[config.mk]
export PLATFORM = sky130hd
export DESIGN_NAME = mhu_top
export DESIGN_NICKNAME = d
export VERILOG_FILES = /design/src/inc/mhu_pkg.sv /design/src/hdl/mhu_top.sv /design/src/hdl/mhu_fifo.sv
export VERILOG_INCLUDE_DIRS = /design/src /design/src/inc
export SDC_FILE = /design/constraint.sdc
export NUM_CORES = 1
export LEC_CHECK = 0
export ABC_AREA = 1
export BUFFER_PORTS_ARGS = -buffer_cell sky130_fd_sc_hd__buf_4
export CORE_MARGIN = 3
export CORE_UTILIZATION = 50
export CTS_CLUSTER_DIAMETER = 40
export DETAILED_ROUTE_END_ITERATION = 10
export GPL_ROUTABILITY_DRIVEN = 1
export GPL_TIMING_DRIVEN = 1
export PLACE_DENSITY_LB_ADDON = 0.25
export SLEW_MARGIN = 20
export SYNTH_ARGS = -nofsm -noshare
export SYNTH_HDL_FRONTEND = slang
export SYNTH_HIERARCHICAL = 1
export SYNTH_SLANG_ARGS = --single-unit
[constraint.sdc]
create_clock -name clk_sys -period 2.7 [get_ports clk_sys]
set_input_delay 0 -clock clk_sys [delete_from_list [all_inputs] [get_ports clk_sys]]
set_output_delay 0 -clock clk_sys [all_outputs]
set_load 0.1 [all_outputs]
[src/inc/mhu_consts.svh]
`ifndef MHU_CONSTS_SVH
`define MHU_CONSTS_SVH
`define MHU_OFS_DATA 1'h0
`define MHU_OFS_CMD 1'h1
`define MHU_CMD_UART_ON 8'h3F
`define MHU_CMD_UART_OFF 8'hFF
`define MHU_ACK_BYTE 8'hFE
`define MHU_REPLY_ZERO 8'h00
`define MHU_REPLY_AC 8'h15
`define MHU_REPLY_AD 8'h01
`define MHU_REPLY_AF 8'h64
`define MHU_STAT_TXBIT 6
`define MHU_STAT_RXBIT 7
`define MHU_FIFO_DEPTH 16
`define MHU_CLK_HZ 10000000
`define MHU_BAUD_MILLI 31250000
`define MHU_BIT_CYCLES ((`MHU_CLK_HZ * 64'd1000) / `MHU_BAUD_MILLI)
`endif

[src/inc/mhu_pkg.sv]
package mhu_pkg;
  typedef enum logic [1:0] {
    MHU_LS_IDLE = 2'b00,
    MHU_LS_START = 2'b01,
    MHU_LS_DATA = 2'b10,
    MHU_LS_STOP = 2'b11
  } mhu_line_st_t;
endpackage

[src/hdl/mhu_top.sv]
// Contract
// - reset leaves the interface in command mode, not uart mode
// - command mode drops data port writes entirely
// - command mode data read returns last received byte
// - command 3Fh enters uart mode and queues ack FEh
// - listed commands queue FEh then their reply byte
// - other commands in command mode still queue FEh
// - uart mode data writes queue for transmit and get serialised out
// - status bit 6 shows transmit fifo full state
// - uart mode data read returns and removes next received byte
// - received byte goes to next slot; full fifo overwrites last slot
// - status bit 7 follows receive fifo state
// - command FFh in uart mode returns to command mode
// - other uart mode commands ignored, no ack
// - link is 31.25 kbaud, start, eight data, stop
// - transmit and receive each have a sixteen byte fifo
// - receive flag reads 0 with data, 1 when empty
// - receive interrupt cleared by data port read
`timescale 1ns/100ps
`include "mhu_consts.svh"
module mhu_top
  import mhu_pkg::*;
(
  input wire logic clk_sys,
  input wire logic rst,
  input wire logic bus_addr,
  input wire logic bus_wr,
  input wire logic bus_rd,
  input wire logic [7:0] bus_wdata,
  output logic [7:0] bus_rdata,
  output logic midi_irq,
  input wire logic midi_serial_in,
  output logic midi_serial_out
);
  localparam logic [15:0] BIT_CYC = 16'(`MHU_BIT_CYCLES);
  localparam logic [15:0] HALF_CYC = 16'(`MHU_BIT_CYCLES / 2);

  typedef struct packed {
    logic uart_mode;
    logic [7:0] last_cmd;
    logic [7:0] last_rx;
    logic reply_pend;
    logic [7:0] reply_byte;
    logic irq;
    logic [7:0] rdata;
    mhu_line_st_t tx_st;
    logic [15:0] tx_cnt;
    logic [2:0] tx_bit;
    logic [7:0] tx_sh;
    logic tx_line;
    mhu_line_st_t rx_st;
    logic [15:0] rx_cnt;
    logic [2:0] rx_bit;
    logic [7:0] rx_sh;
    logic rx_sync1;
    logic rx_sync2;
  } mhu_st_t;

  mhu_st_t s_q, s_d;
  logic tx_push, tx_pop, tx_empty, tx_full;
  logic [7:0] tx_head;
  logic rx_push, rx_pop, rx_empty, rx_full;
  logic [7:0] rx_push_data, rx_head;

  function automatic logic cmd_has_reply(input logic [7:0] c);
    cmd_has_reply = (c[7:3] == 5'h14) || (c == 8'hAB) || (c == 8'hAC) ||
                    (c == 8'hAD) || (c == 8'hAF);
  endfunction

  function automatic logic [7:0] cmd_reply(input logic [7:0] c);
    case (c)
      8'hAC: cmd_reply = `MHU_REPLY_AC;
      8'hAD: cmd_reply = `MHU_REPLY_AD;
      8'hAF: cmd_reply = `MHU_REPLY_AF;
      default: cmd_reply = `MHU_REPLY_ZERO;
    endcase
  endfunction

  // shared bit timer: a count of one marks the last cycle of a bit slot
  function automatic logic bit_end(input logic [15:0] c);
    bit_end = (c == 16'h0001);
  endfunction

  function automatic logic [15:0] cnt_dec(input logic [15:0] c);
    cnt_dec = c - 16'h0001;
  endfunction

  function automatic logic [2:0] bit_inc(input logic [2:0] b);
    bit_inc = b + 3'h1;
  endfunction

  // lsb-first shift; the fill bit enters at the top
  function automatic logic [7:0] shift_lsb(input logic [7:0] v, input logic fill);
    shift_lsb = {fill, v[7:1]};
  endfunction

  // flag bits sit above the low six bits of the last command
  function automatic logic [7:0] status_byte(input logic rx_mt, input logic tx_fl,
      input logic [7:0] cmd);
    status_byte = {2'b00, cmd[5:0]};
    status_byte[`MHU_STAT_RXBIT] = rx_mt;
    status_byte[`MHU_STAT_TXBIT] = tx_fl;
  endfunction

  // both fifos
  // a write to a full transmit fifo replaces its newest byte, as on receive
  mhu_fifo u_tx_fifo (
    .clk_sys(clk_sys),
    .rst(rst),
    .push(tx_push),
    .push_data(bus_wdata),
    .pop(tx_pop),
    .head(tx_head),
    .empty(tx_empty),
    .full(tx_full)
  );

  mhu_fifo u_rx_fifo (
    .clk_sys(clk_sys),
    .rst(rst),
    .push(rx_push),
    .push_data(rx_push_data),
    .pop(rx_pop),
    .head(rx_head),
    .empty(rx_empty),
    .full(rx_full)
  );

  assign bus_rdata = s_q.rdata;
  assign midi_irq = s_q.irq;
  assign midi_serial_out = s_q.tx_line;

  logic data_wr, data_rd, cmd_wr, rx_done;
  logic [7:0] rx_done_byte;

  always_comb begin
    s_d = s_q;
    data_wr = bus_wr && (bus_addr == `MHU_OFS_DATA);
    data_rd = bus_rd && (bus_addr == `MHU_OFS_DATA);
    cmd_wr = bus_wr && (bus_addr == `MHU_OFS_CMD);
    rx_done = 1'b0;
    rx_done_byte = s_q.rx_sh;
    tx_pop = 1'b0;
    rx_push = 1'b0;
    rx_push_data = `MHU_ACK_BYTE;
    tx_push = data_wr && s_q.uart_mode;
    rx_pop = data_rd && s_q.uart_mode;

    // receiver; second sync stage feeds the sampler
    s_d.rx_sync1 = midi_serial_in;
    s_d.rx_sync2 = s_q.rx_sync1;
    case (s_q.rx_st)
      MHU_LS_IDLE: begin
        if (!s_q.rx_sync2) begin
          s_d.rx_st = MHU_LS_START;
          s_d.rx_cnt = HALF_CYC;
        end
      end
      MHU_LS_START: begin
        if (bit_end(s_q.rx_cnt)) begin
          // glitch shorter than half a bit is dropped
          s_d.rx_st = s_q.rx_sync2 ? MHU_LS_IDLE : MHU_LS_DATA;
          s_d.rx_cnt = BIT_CYC;
          s_d.rx_bit = 3'h0;
        end else begin
          s_d.rx_cnt = cnt_dec(s_q.rx_cnt);
        end
      end
      MHU_LS_DATA: begin
        if (bit_end(s_q.rx_cnt)) begin
          s_d.rx_sh = shift_lsb(s_q.rx_sh, s_q.rx_sync2);
          s_d.rx_cnt = BIT_CYC;
          s_d.rx_bit = bit_inc(s_q.rx_bit);
          if (s_q.rx_bit == 3'h7) begin
            s_d.rx_st = MHU_LS_STOP;
          end
        end else begin
          s_d.rx_cnt = cnt_dec(s_q.rx_cnt);
        end
      end
      MHU_LS_STOP: begin
        if (bit_end(s_q.rx_cnt)) begin
          s_d.rx_st = MHU_LS_IDLE;
          // framing error drops the byte
          rx_done = s_q.rx_sync2;
        end else begin
          s_d.rx_cnt = cnt_dec(s_q.rx_cnt);
        end
      end
      default: s_d.rx_st = MHU_LS_IDLE;
    endcase

    // receive fifo source: command ack first, then pending reply, then serial byte
    if (cmd_wr) begin
      s_d.last_cmd = bus_wdata;
      if (!s_q.uart_mode) begin
        rx_push = 1'b1;
        rx_push_data = `MHU_ACK_BYTE;
        if (bus_wdata == `MHU_CMD_UART_ON) begin
          s_d.uart_mode = 1'b1;
        end else if (cmd_has_reply(bus_wdata)) begin
          s_d.reply_pend = 1'b1;
          s_d.reply_byte = cmd_reply(bus_wdata);
        end
      end else if (bus_wdata == `MHU_CMD_UART_OFF) begin
        s_d.uart_mode = 1'b0;
      end
    end else if (s_q.reply_pend) begin
      rx_push = 1'b1;
      rx_push_data = s_q.reply_byte;
      s_d.reply_pend = 1'b0;
    end
    if (rx_done) begin
      // a serial byte colliding with a command ack waits a cycle in the reply slot;
      // there is one slot only, so it displaces a reply still owed
      if (rx_push) begin
        s_d.reply_pend = 1'b1;
        s_d.reply_byte = rx_done_byte;
      end else begin
        rx_push = 1'b1;
        rx_push_data = rx_done_byte;
      end
    end
    if (rx_push) begin
      s_d.last_rx = rx_push_data;
    end

    // interrupt: a push in the same cycle as the clearing read wins
    if (data_rd) begin
      s_d.irq = 1'b0;
    end
    if (rx_push) begin
      s_d.irq = 1'b1;
    end

    // read data registered for the bus
    if (data_rd) begin
      s_d.rdata = s_q.uart_mode ? rx_head : s_q.last_rx;
    end else if (bus_rd) begin
      // status reads leave both fifos and the interrupt alone
      s_d.rdata = status_byte(rx_empty, tx_full, s_q.last_cmd);
    end

    // transmitter
    case (s_q.tx_st)
      MHU_LS_IDLE: begin
        s_d.tx_line = 1'b1;
        if (!tx_empty) begin
          tx_pop = 1'b1;
          s_d.tx_sh = tx_head;
          s_d.tx_line = 1'b0;
          s_d.tx_cnt = BIT_CYC;
          s_d.tx_st = MHU_LS_START;
        end
      end
      MHU_LS_START: begin
        if (bit_end(s_q.tx_cnt)) begin
          s_d.tx_line = s_q.tx_sh[0];
          s_d.tx_sh = shift_lsb(s_q.tx_sh, 1'b1);
          s_d.tx_bit = 3'h0;
          s_d.tx_cnt = BIT_CYC;
          s_d.tx_st = MHU_LS_DATA;
        end else begin
          s_d.tx_cnt = cnt_dec(s_q.tx_cnt);
        end
      end
      MHU_LS_DATA: begin
        if (bit_end(s_q.tx_cnt)) begin
          s_d.tx_cnt = BIT_CYC;
          s_d.tx_bit = bit_inc(s_q.tx_bit);
          if (s_q.tx_bit == 3'h7) begin
            s_d.tx_line = 1'b1;
            s_d.tx_st = MHU_LS_STOP;
          end else begin
            s_d.tx_line = s_q.tx_sh[0];
            s_d.tx_sh = shift_lsb(s_q.tx_sh, 1'b1);
          end
        end else begin
          s_d.tx_cnt = cnt_dec(s_q.tx_cnt);
        end
      end
      MHU_LS_STOP: begin
        if (bit_end(s_q.tx_cnt)) begin
          s_d.tx_st = MHU_LS_IDLE;
        end else begin
          s_d.tx_cnt = cnt_dec(s_q.tx_cnt);
        end
      end
      default: s_d.tx_st = MHU_LS_IDLE;
    endcase
  end

  always_ff @(posedge clk_sys or posedge rst) begin
    if (rst) begin
      s_q <= '0;
      s_q.tx_line <= 1'b1;
      s_q.rx_sync1 <= 1'b1;
      s_q.rx_sync2 <= 1'b1;
      s_q.tx_st <= MHU_LS_IDLE;
      s_q.rx_st <= MHU_LS_IDLE;
    end else begin
      s_q <= s_d;
    end
  end
endmodule

[src/hdl/mhu_fifo.sv]
`timescale 1ns/100ps
`include "mhu_consts.svh"
module mhu_fifo
  import mhu_pkg::*;
(
  input wire logic clk_sys,
  input wire logic rst,
  input wire logic push,
  input wire logic [7:0] push_data,
  input wire logic pop,
  output logic [7:0] head,
  output logic empty,
  output logic full
);
  typedef struct packed {
    logic [3:0] wr;
    logic [3:0] rd;
    logic [4:0] cnt;
  } mhu_fifo_st_t;
  mhu_fifo_st_t s_q, s_d;
  logic [7:0] mem_q [0:`MHU_FIFO_DEPTH-1];
  logic do_pop;
  logic wr_en;
  logic [3:0] wr_idx;
  assign empty = (s_q.cnt == 5'h00);
  assign full = (s_q.cnt == 5'h10);
  assign head = mem_q[s_q.rd];
  assign do_pop = pop && !empty;
  always_comb begin
    s_d = s_q;
    wr_en = 1'b0;
    wr_idx = s_q.wr;
    if (do_pop) begin
      s_d.rd = s_q.rd + 4'h1;
      s_d.cnt = s_q.cnt - 5'h01;
    end
    if (push) begin
      wr_en = 1'b1;
      if (full && !do_pop) begin
        // full: newest byte replaces the last slot, count unchanged
        wr_idx = s_q.wr - 4'h1;
      end else begin
        s_d.wr = s_q.wr + 4'h1;
        s_d.cnt = s_d.cnt + 5'h01;
      end
    end
  end
  always_ff @(posedge clk_sys or posedge rst) begin
    if (rst) begin
      s_q <= '0;
    end else begin
      s_q <= s_d;
    end
  end
  always_ff @(posedge clk_sys) begin
    if (wr_en) begin
      mem_q[wr_idx] <= push_data;
    end
  end
endmodule

==> flow_summary.toml, run 1 <==
[clocking]
cts_made_buffers = 51
clockBufferDepth = 3
cts_htree_levels = 2
worstSkewPairLatency_ps = 560
clkTransAtPathRegs_ps = 60
root_buffer = "clkbuf_16"
cts_tree = "yes"
clock_sinks = 376

[sta]
setup_viol = 0
max-slew-margin-rel = 0.564
layout_min_cycle_time_ps = 2540
finalCritPeriodShare = 0.942
clock_skew_ps = 18.8
slew_viol_final = 0
fin_ws_ps = 156
hold_viol = 0
tightestPinTransition_ps = 653
max_freq_mhz = 393

[place]
place_area_sq_mm = 0.0186
io_buffer_count = 23
routabilityCongestion = 0.841
place_ws_ps = 42.3
dpl.hpwl_microns = 26500

[worst_setup_path]
worstSetupStartpointType = "flop"
setup.worst_path.end_class = "flop"
worstPathArrival_ps = 2790
crit_chain = "inv_2 -> ha_2 -> nand3_1 -> nor2_2 -> nand2_4 -> nor2_4 -> nand2_2 -> nand2_2 -> inv_4 -> o21ai_2 -> nand2_2 -> inv_2 -> nand2_1 -> nor2_1 -> buf_4"
ff2ff_setup_slack_ps = 160
worst_path_most_repeated_cell = "nand2_2"
critical-path-max-stage-delay_ps = 390
required_ps = 2950
critPathMaxFanout = 8
slowest_stage = "dfrtp_1"
crit_type = "flop to flop"

[synth]
syn-cell-area_sq_mm = 0.0177
yosys.area.top_type = "edfxtp_1"
yosysTopAreaCellShare = 0.434
syn-num-nets = 1801
seq_area_frac_synth = 0.604
synth_cells = 1766
synthTopCellsByArea = "edfxtp_1, dfrtp_1, nand2_1, nor2_1, o21ai_0"
synth.avg_cell_area_sq_um = 10.0
ys_ff_latch = 376
synth_cell_type_count = 46
synth_warnings = 6
synthFlopType = "edfxtp_1"
synth_enable_flop_cells = 256
async_flop_share = 0.319

[floorplanning]
die_h_microns = 194
die_area_sq_mm = 0.0377
ios = 24
core_area_sq_mm = 0.0347
num_rows = 68
start_util = 0.510
die_w_microns = 194

[run]
max-cap-violations = 0

[final_layout]
antenna-diode-count = 0
fin_nets = 1895
design_area_sq_mm = 0.0206
synthToLayoutAreaGrowth_pct = 16.6
drive_gt1_frac = 0.151
n_fill_cell = 2923

[drt]
drc = 0
vias = 12800
antenna_left = 0
totalWireLength_microns = 40300
dr.pass1.iters = 5
viasPerCell = 5.42
drtIter0Drc = 953
detail_route.wl_per_cell_microns = 17.1

[grt]
grt_max_degree = 67
first_global_vias = 12500
grtUsageTotal = 0.213
grt_overflow = 0
grt_pass1_wl_microns = 64900
antenna_found_initial = 0

[pwr]
p_per_area_mw_per_mm2 = 796
peakVddDrop_v = 0.000565
leakage_nw = 8.18

[worst_hold_path]
hold_class = "input pin to async pin"

[run_status]
status = "finished, final reports clean"
==> final timing paths <==
check	startpoint	endpoint	cells after the start
worst max-delay path	s_q[14]	u_rx_fifo/mem_q[14][0]	15
worst min-delay path	rst	u_rx_fifo/s_q[1]	3
worst min register to register	s_d[0]	s_q[0]	0
worst max register to register	s_q[14]	u_rx_fifo/mem_q[14][0]	15
max in group asynchronous	rst	s_d[0]	4
min in group clk_sys	midi_serial_in	s_d[0]	2
==> cells by family after synthesis <==
kind of cell | count (synthesis) | synth area share
compound gates | 311 | 0.105
buf+inv | 247 | 0.0576
mux | 23 | 0.0130
fa+ha+maj | 21 | 0.0148
simple gates | 763 | 0.193
xor+xnor | 25 | 0.0124
flops | 376 | 0.604
==> worst max-delay path: cells and delay by family (launching register included) <==
family / cells / cell delay (ps)
adder cells (fa/ha/maj): 1 / 190
buffers and inverters: 4 / 410
AND/OR/NAND/NOR: 9 / 1050
flip-flops: 1 / 390
AO/OA/AOI/OAI: 1 / 190
==> cell type report <==
cell class | count | area (sq um) | share of cell area
Clock buffer | 62 | 1380 | 0.0669
Clock inverter | 33 | 369 | 0.0179
Inverter | 179 | 679 | 0.0329
Multi-Input combinational cell | 1143 | 6020 | 0.291
Sequential cell | 376 | 10700 | 0.518
Tap cell | 455 | 569 | 0.0276
Timing Repair Buffer | 109 | 925 | 0.0448
==> registers in the layout, indices dropped and copies added (netlist names), named ones only <==
signal and count:
u_rx_fifo/s_q 13, u_rx_fifo/mem_q 128, bus_rdata 8, u_tx_fifo/mem_q 128, u_tx_fifo/s_q 13, midi_serial_out 1
s_q 74, s_d 1, rx_done_byte 8, midi_irq 1
==> synthesized netlist by cell type, drive strengths merged, types with 12 or more instances <==
master / instances
nor2: 292
o22ai: 12
nand2: 342
ha: 21
edfxtp: 256
o211ai: 43
clkbuf: 33
dfrtp: 117
a21oi: 34
buf: 35
nand4: 21
xor2: 20
nand3: 85
mux2i: 23
o221ai: 22
inv: 179
o21ai: 188
==> where the power goes <==
part	total [mW]	leakage (nW)	internal, mW	switching [mW]
Combinational	2.87	3.93	0.886	1.98
Clock	6.78	0.843	4.32	2.46
Sequential	6.79	3.41	6.45	0.333
Total	16.4	8.18	11.7	4.78
==> cells in the final DEF (no fill, tap or decap), types with 22 or more instances in the layout <==
cell type and n:
edfxtp_1 256, nand3_1 80, dfrtp_1 113, a21oi_1 34, o211ai_1 43, nand2_2 33
inv_1 162, buf_4 83, o221ai_1 22, o21ai_0 168, nand2_1 300, mux2i_1 23
clkbuf_16 53, nor2_1 264
==> metal layers <==
metal,up-vias,wire [microns],GRT usage
met4,0,1320,0.0785
met3,91,2240,0.0339
met1,6130,17400,0.284
met2,344,19400,0.356
li1,6201,-,-
met5,-,0,0
==> per-stage QoR <==
step	std cells	hold slack, ps	utilization	total power [mW]	setup TNS, ps
CTS	2356	79.7	0.594	16.6	0
finish	2357	77.2	0.595	16.4	0
global route	2357	84.8	0.595	17.1	-67.9
floorplan	1766	-123	-	8.85	-6890
global placement	2240	103	0.537	9.64	0
detailed placement	2240	111	0.537	9.71	0
==> repair_timing <==
action,CTS,global route
endpoints found under the setup margin,0,256
hold buffers,21,0
hold endpoints to repair,217,0
resized for setup,0,9
setup buffers,0,1
No activity file was read; power rests on OpenSTA's default activity.
==> inputs of run 2 (changes only) <==
PLACE_DENSITY = 0.76   (was not set)
PLACE_DENSITY_LB_ADDON = not set   (was 0.25)
==> run 2 against run 1 <==
Effect of this change:
- clock skew shrank 0.80 ps
- wire length grew 3.1%
- register-to-register slack lost 30 ps
- setup slack lost 30 ps
- critical path type unchanged
- global-route usage grew 0.47 points
- via count grew 2.7%
- combinational power grew 3%
- hold slack lost 31 ps
- critical endpoint is now bus_rdata[5]
- maximum frequency shrank 1.2%
- largest cell class unchanged
- clock-buffer cell count grew 1
==> flow_summary.toml, run 2 (synthesis results as in run 1) <==
[run_status]
status = "finished, final reports clean"

[pwr]
leakage_nw = 8.14
power_mw = 16.4
p_per_area_mw_per_mm2 = 795
peakVddDrop_v = 0.000606

[drt]
vias = 13100
dr.pass1.iters = 5
drtIter0Drc = 1397
totalWireLength_microns = 41600
drc = 0
detail_route.wl_per_cell_microns = 17.7
antenna_left = 0
viasPerCell = 5.57

[final_layout]
layout_commonest_cell = "nand2_1"
finish.utilization = 0.593
largest_registers = "u_rx_fifo/mem_q x128, u_tx_fifo/mem_q x128, s_q x74"
fin_nets = 1890
fin_cells = 2353
synthToLayoutAreaGrowth_pct = 16.2
drive_gt1_frac = 0.154
mostFrequentLayoutCells = "nand2_1, nor2_1, edfxtp_1"
design_area_sq_mm = 0.0206

[worst_setup_path]
critPathMaxFanout = 66
worstPathArrival_ps = 3080
setup.worst_path.end_class = "flop"
r2r-start = "u_rx_fifo/s_q[5]"
worstSetupStartpointType = "flop"
required_ps = 3210
crit_type = "flop to flop"
crit_start = "u_rx_fifo/s_q[5]"

[place]
dpl.hpwl_microns = 26200
routabilityCongestion = 0.903
io_buffer_count = 23
place_area_sq_mm = 0.0186
dp.cells = 2237

[floorplanning]
core_area_sq_mm = 0.0347
num_rows = 68
start_util = 0.510
die_h_microns = 194
ios = 24
die_area_sq_mm = 0.0377
die_w_microns = 194

[sta]
grt_setup_unrepaired = "false"
slew_viol_final = 0
tightestPinTransition_ps = 697
max-slew-margin-rel = 0.536
setup_viol = 0
whs_ps = 46.6
hold_viol = 0
layout_min_cycle_time_ps = 2570
finalCritPeriodShare = 0.954
clock_skew_ps = 18.0
max_freq_mhz = 388

[clocking]
post_cts_buffers = 0
cts_tree = "yes"
worstSkewPairLatency_ps = 570
root_buffer = "clkbuf_16"
clockBufferDepth = 3
cts_made_buffers = 51
clock_sinks = 376
cts_htree_levels = 2
clkTransAtPathRegs_ps = 60

[grt]
grt_overflow = 0
grtUsageTotal = 0.218
first_global_vias = 12900
grt_pass1_wl_microns = 66700
antenna_found_initial = 1
grt_max_degree = 95

[run]
max-cap-violations = 0

[worst_hold_path]
hold_class = "input pin to async pin"
[run 2: changes by cell type in the layout (fill, tap and decap cells not counted), moves of 2 or more]
cell       change
clkinv_1       -8
clkinv_2       +6
buf_4          -4
inv_6          +4
nor2_1         -3
bufinv_16      -2
inv_4          -2
nor2_2         +2
[run 2: repair_timing]
item                                    in CTS  in global routing
hold endpoints to repair                   266                  0
endpoints found under the setup margin       0                232
hold buffers                                20                  0
resized for setup                            0                 13
[run 2: final timing paths]
| kind | endpoint | slack [ps] | cells past startpoint |
|---|---|---|---|
| max in group asynchronous | s_q[0] | 2150 | 4 |
| min | u_rx_fifo/s_q[12] | 50 | 3 |
| max | bus_rdata[5] | 130 | 8 |
| max reg2reg | bus_rdata[5] | 130 | 8 |
| min in group clk_sys | s_d[0] | 90 | 2 |
| min reg2reg | s_q[0] | 360 | 0 |
[run 2: cell type report]
type	count	area, sq um
clock inverters	32	335
flip-flops and latches	376	10700
diodes	1	2.50
multi-input cells	1143	6030
fillers	2790	14100
clock buffers	63	1380
inverters	179	677
repair buffers	104	876
well taps	455	569
[run 2: where the power goes]
group          leakage (nW)  switching [mW]  internal, mW
Sequential             3.41           0.263          6.45
Combinational          3.89            2.08         0.876
Clock                 0.839            2.53          4.16
[run 2: worst max-delay path: stages, from the launching register on]
cell           delay (ps)
dfrtp_2               360
buf_4                 530
o21ai_0               270
o211ai_1              310
nand3_1               170
nand2_1               100
o21ai_1                60
a21oi_1               110
dlygate4sd3_1         550
[run 2: metrics by stage]
| stage | setup slack, ps | TNS, ps |
|---|---|---|
| after floorplan | -71.2 | -6890 |
| after global placement | 151 | 0 |
| after detailed placement | 79.8 | 0 |
| after CTS | 15.9 | 0 |
| after global routing | 18.0 | 0 |
| final | 125 | 0 |
[run 2: layer usage]
layer	wire [microns]	part of all wire	GRT usage	vias to the layer above
li1	-	-	-	6176
met1	17600	0.42	0.291	6337
met2	20000	0.48	0.360	484
met3	2650	0.064	0.0365	111
met4	1380	0.033	0.0832	0
met5	0	0	0	-
